--- src/cwt_pkg.sv ---
// Package for the selective-wake bit-timing and wake-frame identifier registers.
// Assumes a 7-bit register address and 16-bit register data from the serial interface.
package cwt_pkg;

    // Register addresses
    localparam logic [6:0]  CWT_ADDR_BIT_TIMING = 7'h31;
    localparam logic [6:0]  CWT_ADDR_ID_HIGH    = 7'h32;
    localparam logic [6:0]  CWT_ADDR_ID_LOW     = 7'h33;

    // Reset values for power-on and soft reset
    localparam logic [15:0] CWT_RST_BIT_TIMING  = 16'hcc96;
    localparam logic [15:0] CWT_RST_ID_HIGH     = 16'h0000;
    localparam logic [15:0] CWT_RST_ID_LOW      = 16'h0000;

    // Bit-timing field layout
    localparam int          CWT_SP_MSB          = 15;
    localparam int          CWT_SP_LSB          = 10;
    localparam int          CWT_QPB_MSB         = 7;
    localparam int          CWT_QPB_LSB         = 0;
    // Writable bits of the bit-timing register; 9:8 read as zero
    localparam logic [15:0] CWT_BIT_TIMING_WMASK = 16'hfcff;

    // Low identifier field layout
    localparam int          CWT_IDL_HI_MSB      = 15;
    localparam int          CWT_IDL_HI_LSB      = 8;
    localparam int          CWT_IDL_LO_MSB      = 6;
    localparam int          CWT_IDL_LO_LSB      = 2;
    localparam int          CWT_IDL_RTR_BIT     = 1;
    localparam int          CWT_IDL_IDE_BIT     = 0;
    // Writable bits of the low identifier register; bit 7 reads as zero
    localparam logic [15:0] CWT_ID_LOW_WMASK    = 16'hff7f;

    // Identifier widths; a standard identifier occupies the top 11 bits
    localparam int          CWT_ID_WIDTH        = 29;
    localparam int          CWT_STD_ID_WIDTH    = 11;
    localparam logic [28:0] CWT_STD_ID_SEL      = 29'h1ffc0000;
    localparam logic [28:0] CWT_EXT_ID_SEL      = 29'h1fffffff;

    // Whole state of the register bank
    typedef struct packed {
        logic [15:0] bit_timing;
        logic [15:0] id_high;
        logic [15:0] id_low;
        logic        config_valid;
        logic [15:0] rd_data;
        logic        rd_valid;
        logic        wake_up_frame;
        logic [1:0]  tq_prescaler;
    } cwt_state_type;

endpackage

--- src/cwt_regs.sv ---
// Selective-wake bit-timing and wake-frame identifier registers with frame matcher.
// Assumes the serial interface decoder on the same clock presents single-cycle
// write and read strobes; received frame fields come from a decoder on this clock.
`timescale 1ns/1ps

module cwt_regs (
    input  wire logic                          clk,
    input  wire logic                          rst,
    input  wire logic                          soft_reset,
    input  wire logic                          restart,
    input  wire logic                          wr_en,
    input  wire logic [6:0]                    wr_addr,
    input  wire logic [15:0]                   wr_data,
    input  wire logic                          rd_en,
    input  wire logic [6:0]                    rd_addr,
    output logic [15:0]                        rd_data,
    output logic                               rd_valid,
    input  wire logic                          other_config_write,
    input  wire logic                          config_valid_set,
    input  wire logic                          config_valid_clear,
    output logic                               config_valid_flag,
    input  wire logic [1:0]                    tq_prescaler_in,
    output logic [1:0]                         tq_prescaler,
    output logic [5:0]                         sample_point_fraction,
    output logic [7:0]                         quanta_per_bit,
    input  wire logic                          selective_wake_function,
    output logic                               selective_wake_active,
    input  wire logic [cwt_pkg::CWT_ID_WIDTH-1:0] id_compare_mask_bit,
    input  wire logic                          rx_frame_valid,
    input  wire logic [cwt_pkg::CWT_ID_WIDTH-1:0] rx_frame_id,
    input  wire logic                          rx_frame_ide,
    input  wire logic                          rx_frame_rtr,
    output logic                               wake_up_frame,
    output logic [cwt_pkg::CWT_ID_WIDTH-1:0]   wake_frame_id_bit,
    output logic                               wake_frame_rtr,
    output logic                               wake_frame_ide
);
    import cwt_pkg::*;

    // Whole bank state lives in one packed struct.
    // The register copy and its next value are the only storage;
    // every output below is either a slice of it or a plain
    // combination of it with same-clock inputs.
    // Keeping it in one place makes the reset and restart
    // behaviour easy to audit field by field.
    cwt_state_type state_reg;
    cwt_state_type state_next;

    // Frame compare helpers.
    // id_sel picks the identifier bits that take part in the
    // compare: the software mask, narrowed to the top bits for
    // a standard identifier.
    // id_diff holds the compared bits that disagree.
    // cfg_write marks a write to any register of this bank.

    logic [CWT_ID_WIDTH-1:0] id_sel;
    logic [CWT_ID_WIDTH-1:0] id_diff;
    logic                    frame_match;
    logic                    cfg_write;

    // Stored identifier reassembled from both registers.
    // The high register carries the top sixteen identifier bits;
    // the low register carries the remaining thirteen split
    // around the reserved bit, then the frame type and format.
    // The reserved bit is skipped so the identifier is contiguous
    // for the compare logic.
    assign wake_frame_id_bit = {state_reg.id_high,
                                state_reg.id_low[CWT_IDL_HI_MSB:CWT_IDL_HI_LSB],
                                state_reg.id_low[CWT_IDL_LO_MSB:CWT_IDL_LO_LSB]};
    assign wake_frame_rtr    = state_reg.id_low[CWT_IDL_RTR_BIT];
    assign wake_frame_ide    = state_reg.id_low[CWT_IDL_IDE_BIT];

    // Timing fields taken straight from the register.
    // The sample point is an unsigned fraction below one, top bit
    // worth one half; the bit-time count is a plain quanta count.
    // Neither is checked for sense here: a zero count is stored
    // and presented as written, the bit sampler must cope.
    // The quantum length itself comes from the prescaler field,
    // which lives in another register and is only copied here.
    assign sample_point_fraction = state_reg.bit_timing[CWT_SP_MSB:CWT_SP_LSB];
    assign quanta_per_bit        = state_reg.bit_timing[CWT_QPB_MSB:CWT_QPB_LSB];
    assign tq_prescaler          = state_reg.tq_prescaler;

    // Registered outputs, plus the unregistered wake enable.
    // The wake enable is a gate of the stored flag and the outside
    // enable; it drops in the same cycle as either of them.
    assign config_valid_flag     = state_reg.config_valid;
    assign rd_data               = state_reg.rd_data;
    assign rd_valid              = state_reg.rd_valid;
    assign wake_up_frame         = state_reg.wake_up_frame;
    assign selective_wake_active = state_reg.config_valid & selective_wake_function;

    // Mask selects compared bits; a standard frame has only the top 11 bits.
    // The stored format bit decides the width of the compare, so a
    // standard setup ignores the lower identifier bits even when
    // the mask has them set.
    // Format and frame type are always compared, never masked.
    always_comb begin
        id_sel      = id_compare_mask_bit & (wake_frame_ide ? CWT_EXT_ID_SEL : CWT_STD_ID_SEL);
        id_diff     = (rx_frame_id ^ wake_frame_id_bit) & id_sel;
        frame_match = rx_frame_valid && selective_wake_active
                      && (id_diff == '0)
                      && (rx_frame_ide == wake_frame_ide)
                      && (rx_frame_rtr == wake_frame_rtr);
    end

    // Any write to this bank counts as a configuration change.
    // Rewriting the same value still clears the valid flag; the
    // software must validate again after every change.
    assign cfg_write = wr_en && ((wr_addr == CWT_ADDR_BIT_TIMING) ||
                                 (wr_addr == CWT_ADDR_ID_HIGH) ||
                                 (wr_addr == CWT_ADDR_ID_LOW));

    // Next-state logic for the whole bank.
    // Priority, lowest first: hold, write, flag update, read,
    // restart, soft reset. Soft reset is last so it beats the others on every field it loads.
    // Read data is taken from the current register, so a read and
    // a write to one address in one cycle return the old value.
    always_comb begin
        state_next               = state_reg;
        state_next.rd_valid      = 1'b0;
        state_next.wake_up_frame = frame_match;
        state_next.tq_prescaler  = tq_prescaler_in;

        // Register writes; reserved bits are masked so they never store a one
        if (wr_en) begin
            case (wr_addr)
                CWT_ADDR_BIT_TIMING: begin
                    state_next.bit_timing = wr_data & CWT_BIT_TIMING_WMASK;
                end
                CWT_ADDR_ID_HIGH: begin
                    state_next.id_high = wr_data;
                end
                CWT_ADDR_ID_LOW: begin
                    state_next.id_low = wr_data & CWT_ID_LOW_WMASK;
                end
                default: begin
                    state_next.id_low = state_reg.id_low;
                end
            endcase
        end

        // Hardware clears on wake or config change; a software set in the same cycle wins.
        // Letting the set win keeps a validate strobe from being lost
        // behind an unrelated clear; the software sees the flag high.
        if (frame_match || cfg_write || other_config_write || config_valid_clear) begin
            state_next.config_valid = 1'b0;
        end
        if (config_valid_set) begin
            state_next.config_valid = 1'b1;
        end

        // Reads return one cycle later; unmapped addresses read zero
        if (rd_en) begin
            state_next.rd_valid = 1'b1;
            case (rd_addr)
                CWT_ADDR_BIT_TIMING: state_next.rd_data = state_reg.bit_timing & CWT_BIT_TIMING_WMASK;
                CWT_ADDR_ID_HIGH:    state_next.rd_data = state_reg.id_high;
                CWT_ADDR_ID_LOW:     state_next.rd_data = state_reg.id_low & CWT_ID_LOW_WMASK;
                default:             state_next.rd_data = '0;
            endcase
        end

        // Restart keeps the writable fields; only reserved bits are forced low.
        // Reserved bits never hold a one anyway; the masking here
        // guards against a corrupted bank after a brown-out.
        if (restart) begin
            state_next.bit_timing = state_reg.bit_timing & CWT_BIT_TIMING_WMASK;
            state_next.id_high    = state_reg.id_high;
            state_next.id_low     = state_reg.id_low & CWT_ID_LOW_WMASK;
        end

        // Soft reset loads the power-on register values, clears flag and wake pulse; a read in the same cycle still answers
        if (soft_reset) begin
            state_next.bit_timing    = CWT_RST_BIT_TIMING;
            state_next.id_high       = CWT_RST_ID_HIGH;
            state_next.id_low        = CWT_RST_ID_LOW;
            state_next.config_valid  = 1'b0;
            state_next.wake_up_frame = 1'b0;
        end
    end

    // State register; power-on reset loads documented defaults.
    // Only constants appear in the reset branch; read data, read
    // valid, wake pulse and prescaler copy start at zero.
    always_ff @(posedge clk or posedge rst) begin
        if (rst) begin
            state_reg               <= '0;
            state_reg.bit_timing    <= CWT_RST_BIT_TIMING;
            state_reg.id_high       <= CWT_RST_ID_HIGH;
            state_reg.id_low        <= CWT_RST_ID_LOW;
            state_reg.config_valid  <= 1'b0;
        end else begin
            state_reg <= state_next;
        end
    end

endmodule

--- config.mk ---
export PLATFORM = sky130hd
export DESIGN_NAME = cwt_regs
export DESIGN_NICKNAME = d
export VERILOG_FILES = /design/src/cwt_pkg.sv /design/src/cwt_regs.sv
export SDC_FILE = /design/constraint.sdc
export NUM_CORES = 1
export LEC_CHECK = 0
export CAP_MARGIN = 10
export CORE_MARGIN = 10
export CORE_UTILIZATION = 35
export DETAILED_ROUTE_END_ITERATION = 8
export DONT_BUFFER_PORTS = 1
export GPL_TIMING_DRIVEN = 0
export PLACE_DENSITY = 0.51
export SLEW_MARGIN = 20
export SYNTH_ARGS = -nofsm -noshare
export SYNTH_HDL_FRONTEND = slang
export SYNTH_SLANG_ARGS = --single-unit
--- constraint.sdc ---
create_clock -name clk -period 2.1 [get_ports clk]
set_clock_uncertainty 0.1 [all_clocks]
set_input_delay 0.105 -clock clk [delete_from_list [all_inputs] [get_ports clk]]
set_output_delay 0.105 -clock clk [all_outputs]
set_load 0.05 [all_outputs]
Word level (Yosys, flattened, before mapping). Cells that the tools add are included.

Eq/ne operators: 9. Multiplexer cells: 12. Bitwise operators: 4. Reduce and logical (&&, ||, !) cells: 19.

Operator list (number): two-way mux 48 bit (2); bitwise AND 29 bit (2); two-way mux 49 bit (1); two-way mux 16 bit (3); case mux 16 bit (3 select lines) (1); equality test 7 x 6 -> 1 bit (second input constant) (6); logical NOT 29 bit (1); XOR 29 bit (1); two-way mux 18 bit (1); AND reduction 3 bit (3); nonzero test 2 bit (4); logical AND 1 bit (5); logical OR 1 bit (5); two-way mux 1 bit (4); nonzero test 3 bit (1); equality test 1 bit (2); inequality test 2 bit (second input constant) (1); bitwise AND 1 bit (1).

Register bits after elaboration: 66. Bits of input ports: 103. Output and inout bits: 67. Word-level logic and storage cells: 52.

Depth between registers and ports, before layout.
Depth after elaboration: 13. Depth in mapped cells: 7. Gate-level depth less buffers: 5.

Worst setup path before layout. Ideal clock, no wire load.

Path type: register -> register. From: reg state_reg, in the netlist wake_frame_id_bit[15]. To: reg state_reg, in the netlist config_valid_flag. Setup time: 0.148 ns. Data arrival time: 1.830 ns. Required time: 1.852 ns. Path slack: 0.022 ns. Stages on the path, launching flop included: 6. Period minus slack after synthesis: 2.078 ns. Cells stage by stage: dfrtp_1 > xor2_1 > a222oi_1 > a41oi_1 > a2111oi_0 > o22ai_1.

Cells in the longest elaborated chain, start to end: 10.

RTL lines: from (decl) (line cwt_regs.sv:46) `cwt_state_type state_reg;`; from (signal assigned) (line cwt_regs.sv:194) `state_reg <= state_next;`; XOR 29 bit (line cwt_regs.sv:100) `id_diff = (rx_frame_id ^ wake_frame_id_bit) & id_sel;`; bitwise AND 29 bit (line cwt_regs.sv:100); logical NOT 29 bit (line cwt_regs.sv:102) `&& (id_diff == '0)`; logical AND 1 bit (line cwt_regs.sv:102); logical AND 1 bit (line cwt_regs.sv:103) `&& (rx_frame_ide == wake_frame_ide)`; logical AND 1 bit (line cwt_regs.sv:104) `&& (rx_frame_rtr == wake_frame_rtr);`; logical OR 1 bit (3 in series) (line cwt_regs.sv:146) `if (frame_match || cfg_write || other_config_write || config_valid_clear) begin`; nonzero test 3 bit (no source line).

No other way between the ends. A chain may end at the register's enable or synchronous reset.

==> summary.txt <==
Status: completed
Static Leak: 1.67 nW
Die area: 14200 µm²
TNS Setup: 0 ps
Post-synthesis sequential area ratio: 0.484
Share of layout cells above drive strength 1: 0.215
Synthesized instance count: 327
Top_reg_cell synth: dfrtp_1
Initial DRT Pass Iterations: 5
CTS tree: done
Boundary Pins: 170
Drt first-iter violations: 174
IO Port Bufs: 0
Syn Nets: 430
Critical path class: reg -> reg
RSZ-0062 raised after global routing: true
CTS sink cnt: 66
Largest net degree at the start of global routing: 43
CP Depth: 5
Post-detail-place hpwl: 9600 µm
Num rows: 36
#FFs+latches synth: 66
H-tree level count: 3
Place WS: -840 ps
Total CTS buffers: 9
Endpoint class of the critical path: flop
DRT Wirelength: 12900 µm
Netlist cell types: 39
Initial antenna violation count: 0
FMAX: 482 MHz
Final Hold Slack: 18.3 ps
GRT Util Overall: 0.179
Pwr per Cell Area: 587 nW/µm²
Diodes inserted: 0
Vias in the first global route: 3075
Clock latency on the worst-skew pair: 330 ps
WHS Path Cells: 3
GRT overflow: 0
Residual DRC: 0
First-pass GRT wire length: 19400 µm
Crit path time final: 2070 ps
Worst Reg-to-Reg Cells: 5
Clock root cell: clkbuf_8
Worst hold path class: in -> reg
Max Slew Vio Count: 0
ANT nets after route: 0
Fin crit share: 0.988
Initial core utilization: 0.355
Vias post-DR: 2745
Cell taking the most area after synthesis: dfrtp_1
Maximum clock insertion buffer count: 2
Asr flop ratio synth: 1.00
CP max stage delay: 600 ps
Family with the most delay on the worst path: compound AO/OA/AOI/OAI gates
Clock transition at the registers of the reported paths: 70 ps
Commonest non-fill, non-tap cell in the layout: dfrtp_1
Slowest stage cell, crit path: dfrtp_1
Die Wd: 119 µm
CP Cell Sequence: xor2_1, a22oi_1, nand4_1, a2111oi_4, nor2b_1
Slew @ Worst Pin: 775 ps
Syn Area/Cell: 10.5 µm²
Peak supply drop: 0.222 mV
Synth area leaders: dfrtp_1 42%, xor2_1 7.7%, mux2i_1 7.0%
DR WL/cell: 25.3 µm
Setup Viol. Count Final: 0
Max-cap violations: 0
Worst setup SP type: flop
Final Hold Vio Count: 0
Relative slew slack: 0.483
Synth warn: 0
CP bufs+invs: 0
Worst EP arrival: 2240 ps
Most frequent cells in the layout: 34 x dfrtp_1, 32 x nand2_1, 32 x dlygate4sd3_1
Post-synth EDFFs: 0
Die Y: 119 µm
DR vias/cell: 5.39
Synthesized cell area: 3430 µm²
Final Net Count: 474
Crit path max fanout: 4
CP required: 2270 ps
Worst Slack Setup Final: 25.2 ps
Share of the synthesized area in the top cell type: 0.423
Routability cong.: 0.802
Layout area overhead: 22.5%
CORE AREA: 9680 µm²
==> registers in the layout, summed over array words and instances (netlist names) <==
signal                 cells
config_valid_flag          1
quanta_per_bit             8
rd_data                   16
rd_valid                   1
sample_point_fraction      6
tq_prescaler               2
wake_frame_id_bit         29
wake_frame_ide             1
wake_frame_rtr             1
wake_up_frame              1
==> final timing paths <==
path | endpoint | slack [ps] | from
max | wake_up_frame$_DFF_PP0_ | 30 | wake_frame_id_bit[17]$_DFFE_PP0P_
min | config_valid_flag$_DFFE_PP0P_ | 20 | rx_frame_ide
max reg2reg | wake_up_frame$_DFF_PP0_ | 30 | wake_frame_id_bit[17]$_DFFE_PP0P_
min reg2reg | wake_frame_id_bit[11]$_DFFE_PP0P_ | 620 | wake_frame_id_bit[11]$_DFFE_PP0P_
max in group asynchronous | quanta_per_bit[2]$_DFFE_PP1P_ | 1180 | rst
min in group asynchronous | tq_prescaler[1]$_DFF_PP0_ | 130 | rst
==> metrics by stage <==
stage / area [µm²] / power (mW) / cells / utilization
final: 4210 / 2.47 / 509 / 0.434
after global placement: 3600 / 1.50 / 460 / 0.372
after detailed placement: 3630 / 1.51 / 461 / 0.375
after floorplan: 3430 / 1.44 / 327 / -
after global routing: 4210 / 2.58 / 509 / 0.434
after CTS: 4190 / 2.50 / 509 / 0.433
==> area by class of cell <==
cell class / count / area, µm²
inverters: 19 / 73.8
plain buffers: 20 / 131
well taps: 133 / 166
repair buffers: 33 / 348
clock buffers: 13 / 149
flip-flops and latches: 66 / 1700
fillers: 956 / 5480
multi-input cells: 222 / 1630
clock inverters: 3 / 15.0
==> Yosys cell counts, types with 2 or more instances <==
| library cell | count |
|---|---|
| dfrtp_1 | 58 |
| nand2_1 | 32 |
| xor2_1 | 30 |
| mux2i_1 | 24 |
| nor2_1 | 24 |
| a22oi_1 | 23 |
| inv_1 | 19 |
| a21oi_1 | 17 |
| o22ai_1 | 17 |
| mux2_2 | 13 |
| nor2b_1 | 10 |
| clkbuf_1 | 9 |
| dfstp_2 | 8 |
| a211o_1 | 5 |
| nand3_1 | 4 |
| a211o_2 | 3 |
| nand4_1 | 3 |
| a32oi_1 | 2 |
| buf_1 | 2 |
| buf_2 | 2 |
| buf_6 | 2 |
| dlygate4sd1_1 | 2 |
| nor4b_1 | 2 |
==> report_power, final <==
part           internal [mW]  total [mW]  switching, mW
clock network          0.457       0.926          0.469
registers               1.28        1.31         0.0290
logic                 0.0984       0.234          0.136
total                   1.83        2.47          0.634
==> worst min-delay path: cells and delay by family <==
| kind | cells | cell delay (ps) |
|---|---|---|
| AO/OA/AOI/OAI | 2 | 200 |
| AND/OR/NAND/NOR | 1 | 110 |
==> metal layers <==
layer / track usage / part of all wire / up-vias / wire length, µm
met5: 0 / 0 / - / 0
met2: 0.289 / 0.48 / 136 / 6220
met1: 0.209 / 0.39 / 1355 / 5000
met3: 0.0609 / 0.099 / 17 / 1280
li1: - / - / 1237 / -
met4: 0.0817 / 0.029 / 0 / 374
==> kinds of logic after synthesis <==
| group | synth area share |
|---|---|
| buffers and inverters | 0.0590 |
| xor gates and xnor gates | 0.0765 |
| AOI/OAI and AO/OA | 0.145 |
| DFF | 0.484 |
| and+or+nand+nor | 0.122 |
| muxes | 0.113 |
==> what timing repair did <==
action | CTS | global route
setup buffers | 0 | 0
pin swaps | 7 | 3
resized for setup | 30 | 5
endpoints found under the hold margin | 115 | 0
endpoints found under the setup margin | 2 | 2
gates cloned | 0 | 0
hold buffers | 32 | 0
Note: power is estimated with default switching activity, not from simulation.
